<file path="src/pkg/trli_defines.svh">
// opcode and reset value constants for the timer load instruction group
// assumes a 10-bit opcode and 4-bit accumulator and operand registers
`ifndef TRLI_DEFINES_SVH
`define TRLI_DEFINES_SVH

// ----------------------------------------
// opcodes
// ----------------------------------------
`define TRLI_OP_LOAD_T1_LOW 10'h230
`define TRLI_OP_LOAD_T1_HIGH 10'h292
`define TRLI_OP_COPY_T1 10'h2A7
`define TRLI_OP_LOAD_T2_LOW 10'h231
`define TRLI_OP_LOAD_T2_HIGH 10'h294

// ----------------------------------------
// reset values
// ----------------------------------------
`define TRLI_REG_RST 8'h00

`endif

</file>
<file path="src/pkg/trli_pkg.sv">
// types shared by the timer load instruction group
// assumes nothing beyond a SystemVerilog compiler
package trli_pkg;
  typedef logic [9:0] trli_opcode_t;
  typedef logic [3:0] trli_nibble_t;
  typedef logic [7:0] trli_byte_t;
  typedef enum logic [5:0] {
    TRLI_NONE = 6'b000001,
    TRLI_T1_LOW = 6'b000010,
    TRLI_T1_HIGH = 6'b000100,
    TRLI_T1_COPY = 6'b001000,
    TRLI_T2_LOW = 6'b010000,
    TRLI_T2_HIGH = 6'b100000
  } trli_op_e;
endpackage

</file>
<file path="src/rtl/trli_reg8.sv">
// one 8-bit register with separate nibble write enables
// assumes a single clock and asynchronous active-high reset
`timescale 1ns/1ps
`include "trli_defines.svh"
module trli_reg8 (
  input wire logic clk,
  input wire logic rst,
  input wire logic wr_hi,
  input wire logic wr_lo,
  input wire trli_pkg::trli_byte_t wdata,
  output trli_pkg::trli_byte_t rdata
);
  import trli_pkg::*;
  trli_byte_t val_d;
  trli_byte_t val_q;

  always_comb begin
    val_d = val_q;
    if (wr_hi) begin
      val_d[7:4] = wdata[7:4];
    end
    if (wr_lo) begin
      val_d[3:0] = wdata[3:0];
    end
  end

  always_ff @(posedge clk or posedge rst) begin
    if (rst) begin
      val_q <= `TRLI_REG_RST;
    end else begin
      val_q <= val_d;
    end
  end

  assign rdata = val_q;
endmodule

</file>
<file path="src/rtl/trli_top.sv">
// execution logic for the timer and reload load instructions
// assumes decode presents opcode with exec_en for one cycle per instruction
// Notes on behaviour
// - load timer1 and low reload: operand register to bits 7..4 of both
// - same opcode: accumulator to bits 3..0 of both, one cycle
// - load timer1 high reload from operand and accumulator; timer1 kept
// - copy all eight low reload bits into timer1 in one cycle
// - load timer2 and low reload: operand high nibble, accumulator low
// - load timer2 high reload from operand and accumulator; timer2 kept
`timescale 1ns/1ps
`include "trli_defines.svh"
module trli_top (
  input wire logic clk,
  input wire logic rst,
  input wire logic exec_en,
  input wire trli_pkg::trli_opcode_t opcode,
  input wire trli_pkg::trli_nibble_t acc,
  input wire trli_pkg::trli_nibble_t opnd,
  output trli_pkg::trli_byte_t timer1,
  output trli_pkg::trli_byte_t timer2,
  output trli_pkg::trli_byte_t timer1_low_reload,
  output trli_pkg::trli_byte_t timer1_high_reload,
  output trli_pkg::trli_byte_t timer2_low_reload,
  output trli_pkg::trli_byte_t timer2_high_reload,
  output logic done,
  output logic skip_next,
  output logic carry_we
);
  import trli_pkg::*;

  // ----------------------------------------
  // decode
  // ----------------------------------------
  function automatic trli_op_e decode(input trli_opcode_t op);
    case (op)
      `TRLI_OP_LOAD_T1_LOW: decode = TRLI_T1_LOW;
      `TRLI_OP_LOAD_T1_HIGH: decode = TRLI_T1_HIGH;
      `TRLI_OP_COPY_T1: decode = TRLI_T1_COPY;
      `TRLI_OP_LOAD_T2_LOW: decode = TRLI_T2_LOW;
      `TRLI_OP_LOAD_T2_HIGH: decode = TRLI_T2_HIGH;
      default: decode = TRLI_NONE;
    endcase
  endfunction

  trli_op_e op;
  trli_byte_t ab;
  trli_byte_t t1_d, t1_q, t2_d, t2_q;
  logic done_d, done_q;

  assign op = exec_en ? decode(opcode) : TRLI_NONE;
  assign ab = {opnd, acc};

  // ----------------------------------------
  // reload registers
  // ----------------------------------------
  logic w1l, w1h, w2l, w2h;
  assign w1l = (op == TRLI_T1_LOW);
  assign w1h = (op == TRLI_T1_HIGH);
  assign w2l = (op == TRLI_T2_LOW);
  assign w2h = (op == TRLI_T2_HIGH);

  // both nibbles written together: every load of this group moves a byte
  trli_reg8 u_rel1_lo (
    .clk(clk),
    .rst(rst),
    .wr_hi(w1l),
    .wr_lo(w1l),
    .wdata(ab),
    .rdata(timer1_low_reload)
  );
  trli_reg8 u_rel1_hi (
    .clk(clk),
    .rst(rst),
    .wr_hi(w1h),
    .wr_lo(w1h),
    .wdata(ab),
    .rdata(timer1_high_reload)
  );
  trli_reg8 u_rel2_lo (
    .clk(clk),
    .rst(rst),
    .wr_hi(w2l),
    .wr_lo(w2l),
    .wdata(ab),
    .rdata(timer2_low_reload)
  );
  trli_reg8 u_rel2_hi (
    .clk(clk),
    .rst(rst),
    .wr_hi(w2h),
    .wr_lo(w2h),
    .wdata(ab),
    .rdata(timer2_high_reload)
  );

  // ----------------------------------------
  // timers
  // ----------------------------------------
  always_comb begin
    t1_d = t1_q;
    t2_d = t2_q;
    done_d = 1'b0;
    case (op)
      TRLI_T1_LOW: begin
        t1_d = ab;
      end
      TRLI_T1_COPY: begin
        t1_d = timer1_low_reload;
      end
      TRLI_T2_LOW: begin
        t2_d = ab;
      end
      default: begin
        t1_d = t1_q;
      end
    endcase
    // high reload loads leave timers as they are
    if (op != TRLI_NONE) begin
      done_d = 1'b1;
    end
  end

  always_ff @(posedge clk or posedge rst) begin
    if (rst) begin
      t1_q <= `TRLI_REG_RST;
      t2_q <= `TRLI_REG_RST;
      done_q <= 1'b0;
    end else begin
      t1_q <= t1_d;
      t2_q <= t2_d;
      done_q <= done_d;
    end
  end

  // ----------------------------------------
  // outputs
  // ----------------------------------------
  assign timer1 = t1_q;
  assign timer2 = t2_q;
  assign done = done_q;

  // ----------------------------------------
  // flag side effects
  // ----------------------------------------
  // this group never writes carry nor skips; held low from flops
  // kept as ports so the core can merge them with other groups
  logic zero_d;
  logic zero_q;
  always_comb begin
    zero_d = 1'h0;
  end
  always_ff @(posedge clk or posedge rst) begin
    if (rst) begin
      zero_q <= 1'h0;
    end else begin
      zero_q <= zero_d;
    end
  end
  assign skip_next = zero_q;
  assign carry_we = zero_q;
endmodule
</file>
<file path="config.mk">
export PLATFORM = sky130hd
export DESIGN_NAME = trli_top
export DESIGN_NICKNAME = d
export VERILOG_FILES = /design/src/pkg/trli_pkg.sv /design/src/rtl/trli_reg8.sv /design/src/rtl/trli_top.sv
export VERILOG_INCLUDE_DIRS = /design/src /design/src/pkg
export SDC_FILE = /design/constraint.sdc
export NUM_CORES = 1
export LEC_CHECK = 0
export BUFFER_PORTS_ARGS = -buffer_cell sky130_fd_sc_hd__buf_2
export CAP_MARGIN = 20
export CORE_ASPECT_RATIO = 0.6
export CORE_MARGIN = 5
export CORE_UTILIZATION = 25
export CTS_CLUSTER_SIZE = 40
export DETAILED_ROUTE_END_ITERATION = 8
export GPL_TIMING_DRIVEN = 0
export PLACE_DENSITY_LB_ADDON = 0.2
export SLEW_MARGIN = 5
export SYNTH_ARGS = -nofsm -noshare
export SYNTH_HDL_FRONTEND = slang
export SYNTH_HIERARCHICAL = 1
export SYNTH_SLANG_ARGS = --single-unit
</file>
<file path="constraint.sdc">
create_clock -name clk -period 1.8 [get_ports clk]
set_clock_uncertainty 0.2 [all_clocks]
set_input_delay 0.54 -clock clk [delete_from_list [all_inputs] [get_ports clk]]
set_output_delay 0.54 -clock clk [all_outputs]
set_load 0.1 [all_outputs]
</file>
Yosys cells after proc, flatten, opt, wreduce, memory -nomap -nowiden
Cells that the tools add are included.
{ "totals": {"register_bits": 41, "inputBits": 21, "out_inout_bits": 51, "word_cells": 22} }
{ "classes": {"eq_ne": 11, "n_mux": 4, "reduce_logical": 1} }
{ "ops": {"columns": ["operator", "n"], "rows": [
  ["== test 10 bit, second input constant", 5],
  ["one-hot mux 6 bit (5 select lines)", 1],
  ["one-hot mux 8 bit (2 select lines)", 1],
  ["== test 6 x 2 -> 1 bit, second input constant", 1],
  ["== test 6 x 3 -> 1 bit, second input constant", 1],
  ["== test 6 x 4 -> 1 bit, second input constant", 1],
  ["== test 6 x 5 -> 1 bit, second input constant", 1],
  ["== test 6 bit, second input constant", 1],
  ["two-way mux 6 bit", 1],
  ["inequality test 6 x 1 -> 1 bit, second input constant", 1],
  ["nonzero test 2 bit", 1],
  ["two-way mux 1 bit", 1]
]} }

Logic depth before layout (Yosys ltp)
Gate-level depths: netlist of the first run.
{ "depth": {"depth_word": 5, "ltp_mapped": 7, "mapped_depth_nobuf": 5} }

Modules after synthesis
Netlist of the first run, hierarchy kept.
{ "modules_own_cells": {"columns": ["module", "n_inst", "cells_each", "area_per_inst_um2", "seq_area_each_um2"], "rows": [
  ["trli_reg8", 4, 17, 294.0, 200.2],
  ["trli_top", 1, 99, 979.7, 425.4]
]} }

Worst setup path before layout of the first run
OpenSTA, ideal clock, no wires.
{ "synth_timing": {"path_type": "input -> register", "startpoint": "in opcode[8]", "endpoint": "reg u_rel1_lo.val_q[0] (netlist: u_rel1_lo/rdata[0])", "setup_ns": 0.126, "arrival_time_ns": 2.568, "required_time_ns": 1.474, "slack_ns": -1.094, "path_stages": 4, "n_path_buf": 1, "cell_sequence": "or4b_4 -> clkbuf_1 -> nor4_1 -> mux2_2"} }
{ "synth_between": {"elab_chain_len": 4, "elab_cells_between_ends": 8, "classes_between": "eq/ne (6); mux (2)"} }
{ "synth_rtl": {"columns": ["item", "line_no", "source"], "rows": [
  ["from (decl)", "trli_top.sv:16", "input wire trli_pkg::trli_opcode_t opcode,"],
  ["== test 10 bit", "trli_top.sv:35", "case (op)"],
  ["one-hot mux 6 bit (5 select lines) (*)", "trli_top.sv:35", null],
  ["two-way mux 6 bit (*)", "trli_top.sv:50", "assign op = exec_en ? decode(opcode) : TRLI_NONE;"],
  ["== test 6 x 2 -> 1 bit (*)", "trli_top.sv:57", "assign w1l = (op == TRLI_T1_LOW);"],
  ["net w1l", "trli_top.sv:56", "logic w1l, w1h, w2l, w2h;"],
  ["to (signal assigned)", "trli_reg8.sv:29", "val_q <= `TRLI_REG_RST;"],
  ["to (signal assigned)", "trli_reg8.sv:31", "val_q <= val_d;"],
  ["to (decl)", "trli_reg8.sv:15", "trli_byte_t val_q;"]
]} }
The timed path passes the listed nets; every way through them passes the cells marked *.
A chain may end at the register's enable or synchronous reset.

Worst setup path in the final report of the first run
{ "layout_timing": {"startpoint": "in opcode[8]", "endpoint": "reg u_rel2_lo.val_q[5] (netlist: u_rel2_lo/rdata[5])"} }
{ "layout_between": {"elab_chain_len": 4, "elab_cells_between_ends": 8, "classes_between": "eq/ne (6); mux (2)"} }
{ "layout_rtl": {"columns": ["item", "line_no", "source"], "rows": [
  ["== test 10 bit", "trli_top.sv:35", null],
  ["one-hot mux 6 bit (5 select lines) (*)", "trli_top.sv:35", null],
  ["two-way mux 6 bit (*)", "trli_top.sv:50", null],
  ["== test 6 x 5 -> 1 bit (*)", "trli_top.sv:59", "assign w2l = (op == TRLI_T2_LOW);"],
  ["net w2l", "trli_top.sv:56", null],
  ["to (signal assigned)", "trli_reg8.sv:29", null],
  ["to (signal assigned)", "trli_reg8.sv:31", null],
  ["to (decl)", "trli_reg8.sv:15", null]
]} }
Marked as above.

==> results_dict.tcl, run 1 <==
set metrics [dict create \
    run_status "finished with violations" \
    wl_per_cell_um 19.3 \
    rsz0062_at_grt "true" \
    die_y_um 81.9 \
    n_fill_cell 828 \
    n_antenna_cell 0 \
    path_clk_slew_ns 0.07 \
    r2r_slack_ns 0.60 \
    routed_wl_um 7060 \
    cp_top_family "simple AND/OR/NAND/NOR gates" \
    rows 26 \
    synth_top_family_by_area "multiplexers" \
    drt_pass1_iterations 4 \
    grt_first_pass_wirelength_um 10900 \
    yosys.area.top_type "dfrtp_1" \
    synth_compound_area_share_pct 10.1 \
    yosysTopAreaCellShare_pct 56.9 \
    placement.io_buffers 69 \
    violations "negative setup slack" \
    synth_edf_count 0 \
    core_um2 8460 \
    powerDensity_nw_per_um2 729 \
    synthToLayoutAreaGrowth_pct 64.4 \
    seq_area_frac_synth_pct 56.9 \
    finalNetCount 274 \
    power_leakage_nw 1.70 \
    synth_seq_cells 49 \
    drc 0 \
    synth_fa_ha_area_share_pct 0 \
    post-route-period-util_pct 141 \
    r2r-end "timer1[6]" \
    grt_pass1_vias 1886 \
    clock_latency_ns 0.29 \
    synthXorXnorAreaFrac_pct 0 \
    gp_congestion 0.721 \
    period_needed_ns 2.54 \
    fmax_mhz 393 \
    regToRegStartpoint "timer1[6]" \
    timing.slew.headroom_pct 35.9 \
    synth_mux_area_share_pct 20.9 \
    vias 1677 \
    design.portCount 72 \
    cts_inserted_buffers 5 \
    ir_drop_uv 335 \
    track_usage_pct 13.8 \
    syn_area_per_cell_um2 12.9 \
    async_reset_ff_share_pct 100 \
    synth_area_leaders "dfrtp_1 57%, mux2_2 21%, o41ai_1 3.3%" \
    die_x_um 130 \
    tightest_slew_ns 0.962 \
    crit_path_end_kind "flop" \
    dp_slack_ns -1.22 \
    fin_setup_tns_ns -20.64 \
    start_kind "input port" \
    clockBufferDepth 2 \
    cts-hold-fix-buffers 0 \
    power_mw 2.59 \
    worstPathRequired_ns 1.77 \
    crit_slowest_cell "or4b_4" \
    place_hpwl_um 4830 \
    setup_violations 49 \
    setup_slack_ns -0.744 \
    tritoncts "done" \
    max_stage_delay_ns 0.53 \
    cp_max_fo 8 \
    path_cells "buf_6 -> or4b_4 -> or4_4 -> or2_4 -> clkinvlp_4 -> mux2_4" \
    netlist_instances 167 \
    r2r_cells 3 \
    synthFlopType "dfrtp_1" \
    yosysUniqueCellTypes 28 \
    drive_gt1_share_pct 66.9 \
    maxCapViolCount 0 \
    start_util_pct 25.5 \
    hp-class "input port to async pin" \
    finish.utilization_pct 41.9 \
    antenna_found_initial 0 \
    synthSimpleGateAreaFrac_pct 6.33 \
    htreeDepth 2 \
    crit_arrival_ns 2.51 \
    root_buffer "clkbuf_16" \
    drv_slew 0 \
    overflow 0 \
    syn-cell-area_um2 2160 \
    dieArea_um2 10600 \
    yosys_warnings 6 \
    path_buf_inv 2 \
    drtIter0Drc 47 \
    clock_sinks 49 \
    vias_per_cell 4.58 \
    grt_max_degree 18 \
    hold_violations 0 \
    drtAntennaViolNets 0 \
    crit_type "input port to flop" \
]
[sequential cells by signal, summed over array words and instances (netlist names)]
name             cells
u_rel2_lo/rdata      8
u_rel1_lo/rdata      8
u_rel2_hi/rdata      8
done                 1
timer1               8
u_rel1_hi/rdata      8
timer2               8
[stage by stage]
stage	instances	area (um^2)	hold WS [ns]
5_1_grt	366	3540	0.0659
2_1_floorplan	168	2300	0.156
4_1_cts	367	3430	0.0373
3_3_place_gp	349	2790	0.287
6_report	366	3540	0.0287
3_5_place_dp	349	2790	0.286
[synthesized netlist by cell type, types with 2 or more instances]
cell        n
dfrtp_1    49
mux2_2     40
inv_1      16
o21ai_0     8
o21ai_1     8
o31ai_1     8
o41ai_1     8
clkbuf_1    4
buf_4       2
buf_6       2
nand2b_1    2
nand4bb_1   2
nor2_1      2
nor4_1      2
[kinds of logic (layout without fill, tap and decap cells)]
logic type | after synthesis | after routing
AOI/OAI and AO/OA | 33 | 33
buffers and inverters | 26 | 111
DFF | 49 | 49
muxes | 40 | 40
other | 1 | 2
and+or+nand+nor | 18 | 19
[layout make-up]
type                       count  area, um^2  share of cell area [%]
buffer                         8        75.1                    2.12
clock buffer                   7         143                    4.02
clock inverter                 1        30.0                   0.847
inverter                      16        63.8                    1.80
multi-input combinational     94        1280                    36.1
sequential                    49        1230                    34.6
tap                          112         140                    3.95
timing repair buffer          79         586                    16.5
[per-layer routing]
layer / part of all wire, % / track usage (%)
met1: 51 / 19.6
met4: 0.57 / 2.49
met5: 0 / 0
met2: 42 / 20.7
met3: 6.1 / 4.61
[worst reg2reg max path, cell delays in order (launching register included)]
cell     delay, ns
dfrtp_1       0.42
o41ai_4       0.08
o31ai_4       0.12
mux2_4        0.28
[cells in the final DEF (no fill, tap or decap), types with 2 or more instances in the layout]
cell / n
nand4bb_1: 2
clkbuf_16: 6
buf_2: 19
buf_12: 2
mux2_4: 38
nand2b_1: 2
o41ai_2: 3
buf_4: 56
o41ai_4: 5
mux2_2: 2
nor4_4: 3
dfrtp_1: 49
o21ai_2: 8
conb_1: 2
and3_4: 2
o31ai_4: 7
buf_6: 5
clkbuf_4: 2
inv_1: 15
o21ai_1: 7
[timing repair]
action	CTS	global route
cloned	2	0
resized for setup	101	30
pin swaps	8	6
setup buffers	8	1
setup endpoints to repair	96	49
[power breakdown]
group	switching, mW	internal (mW)
Combinational	0.270	0.0844
Sequential	0.0122	1.12
Clock	0.407	0.695
Total	0.689	1.90
[how the worst max path moves through the flow]
stage / cells after the start / endpoint / slack (ns) / startpoint
3_5_place_dp: 8 / u_rel2_lo/rdata[5] / -1.22 / opcode[8]
6_report: 6 / u_rel2_lo/rdata[5] / -0.74 / opcode[8]
4_1_cts: 8 / u_rel2_lo/rdata[5] / -0.82 / opcode[3]
3_3_place_gp: 8 / u_rel2_lo/rdata[3] / -1.20 / opcode[8]
2_1_floorplan: 7 / u_rel2_lo/rdata[0] / -0.94 / opcode[8]
5_1_grt: 6 / u_rel2_lo/rdata[6] / -0.76 / opcode[8]
Power figures use the tool's default switching activity.
==> run 2, diff against run 1 <==
--- a/config.mk
+++ b/config.mk
@@ -6,6 +6,7 @@
 export SDC_FILE = /design/constraint.sdc
 export NUM_CORES = 1
 export LEC_CHECK = 0
+export ABC_AREA = 1
 export BUFFER_PORTS_ARGS = -buffer_cell sky130_fd_sc_hd__buf_2
 export CAP_MARGIN = 20
 export CORE_ASPECT_RATIO = 0.6
==> results_dict.tcl, run 2 <==
set metrics [dict create \
    start_util_pct 25.2 \
    grt_first_pass_wirelength_um 11200 \
    finalNetCount 384 \
    cp_top_family "flip-flops" \
    vias_per_cell 4.40 \
    dp_slack_ns -0.356 \
    design.portCount 72 \
    path_clk_slew_ns 0.07 \
    place_hpwl_um 5350 \
    async_reset_ff_share_pct 100 \
    vias 2113 \
    seqPwrFrac_pct 47.8 \
    powerDensity_nw_per_um2 761 \
    crit_path_end_kind "primary output" \
    yosys_warnings 6 \
    n_antenna_cell 0 \
    ir_drop_uv 322 \
    setup_slack_ns 0.0473 \
    start_kind "flop" \
    max_stage_delay_ns 0.41 \
    routed_wl_um 6920 \
    final_cell_mix "130 x nand2_1, 54 x buf_4, 49 x dfrtp_1" \
    path_buf_inv 1 \
    r2r_slack_ns 0.90 \
    power_mw 2.36 \
    core_um2 9050 \
    switching_share_pct 28.4 \
    cp_max_fo 3 \
    hp-class "input port to async pin" \
    clock_latency_ns 0.29 \
    yosys.area.top_type "dfrtp_1" \
    synthFlopType "dfrtp_1" \
    period_needed_ns 1.75 \
    crit_slowest_cell "dfrtp_1" \
    placement.io_buffers 69 \
    power_leakage_nw 1.78 \
    yosys-top-cells-count "130 x nand2_1, 49 x dfrtp_1, 36 x nand3_1" \
    synthToLayoutAreaGrowth_pct 35.6 \
    synth_seq_cells 49 \
    drv_slew 0 \
    synth_edf_count 0 \
    run_status "finished, final reports clean" \
    setup_violations 0 \
    synth_area_leaders "dfrtp_1 54%, nand2_1 21%, nand3_1 7.9%" \
    die_y_um 84.1 \
    htreeDepth 2 \
    cts-hold-fix-buffers 0 \
    yosysUniqueCellTypes 17 \
    gp_congestion 0.851 \
    yosysTopAreaCellShare_pct 53.6 \
    crit_type "flop to primary output" \
    root_buffer "clkbuf_16" \
    overflow 0 \
    rows 27 \
    die_x_um 133 \
    drtIter0Drc 139 \
    timing.slew.headroom_pct 51.6 \
    tightest_slew_ns 0.725 \
    drc 0 \
    dp.cells 467 \
    hold_violations 0 \
    final_common_cell "nand2_1" \
    maxCapViolCount 0 \
    worstPathRequired_ns 1.06 \
    tritoncts "done" \
    grt_pass1_vias 2123 \
    post-route-period-util_pct 97.4 \
    p_switching_mw 0.671 \
    clkPwrFrac_pct 38.7 \
    wl_per_cell_um 14.4 \
    syn-cell-area_um2 2290 \
    path_cells "buf_4" \
    grt_max_degree 18 \
    p_int_mw 1.69 \
    yosysMostFrequentCell "nand2_1" \
    fmax_mhz 571 \
    netlist_instances 281 \
    dieArea_um2 11200 \
    clock_sinks 49 \
    drt_pass1_iterations 4 \
    drtAntennaViolNets 0 \
    seq_area_frac_synth_pct 53.6 \
    track_usage_pct 12.7 \
    clockBufferDepth 2 \
    cts_inserted_buffers 5 \
    antenna_found_initial 0 \
    combPwrFrac_pct 13.4 \
    crit_arrival_ns 1.01 \
    rsz0062_at_grt "false" \
    final_cells 480 \
    syn_area_per_cell_um2 8.14 \
    drive_gt1_share_pct 31.6 \
]
run 2: path summary, 6_finish.rpt:
path	start	end	cells past startpoint
min in group clk	u_rel2_hi/rdata[6]	u_rel2_hi/rdata[6]	2
max reg2reg	u_rel1_lo/rdata[0]	timer1[0]	2
max	u_rel1_lo/rdata[0]	timer1_low_reload[0]	1
max in group asynchronous	rst	timer1[5]	2
min reg2reg	u_rel2_hi/rdata[6]	u_rel2_hi/rdata[6]	2
min	rst	u_rel2_lo/rdata[3]	2
run 2: cell families (layout without fill, tap and decap cells):
kind of cell	count (synthesis)	in the layout	synth area share (%)
simple gates	200	200	40.8
flops	49	49	53.6
buf+inv	31	113	5.42
other cells	1	2	0.164
run 2: cell type report:
class,count,area (um^2)
Buffer,3,20.0
Clock buffer,6,129
Sequential cell,49,1230
Timing Repair Buffer,74,509
Fill cell,996,5950
Inverter,28,110
Multi-Input combinational cell,202,950
Clock inverter,2,10.0
Tap cell,116,145
run 2: what timing repair did:
action	4_1_cts	5_1_grt
setup endpoints to repair	56	34
pin swaps	0	2
hold endpoints to repair	0	0
buffers inserted	0	5
gates resized for setup	49	8
run 2: per-layer routing:
layer / global-route usage [%] / vias to the layer above / wire length (um)
met2: 18.4 / 60 / 2930
li1: - / 1042 / -
met4: 2.80 / 0 / 56
met1: 17.9 / 1006 / 3440
met3: 4.88 / 5 / 492
met5: 0 / - / 0
run 2: through the flow:
stage	area (um^2)	TNS (ns)	util (%)	hold WS (ns)
2_1_floorplan	2300	0	-	0.156
3_3_place_gp	2790	-8.98	30.8	0.251
3_5_place_dp	2790	-8.83	30.8	0.255
4_1_cts	3050	0	33.7	0.0415
5_1_grt	3100	0	34.2	0.0622
6_report	3100	0	34.2	0.0303
run 2: power by group through the flow:
stage	clock network (mW)	registers [mW]	logic [mW]
global route	0.999	1.13	0.338
floorplan	0	1.26	0.0946
global placement	0	1.15	0.307
detailed placement	0	1.15	0.310
finish	0.914	1.13	0.317
CTS	0.952	1.13	0.320
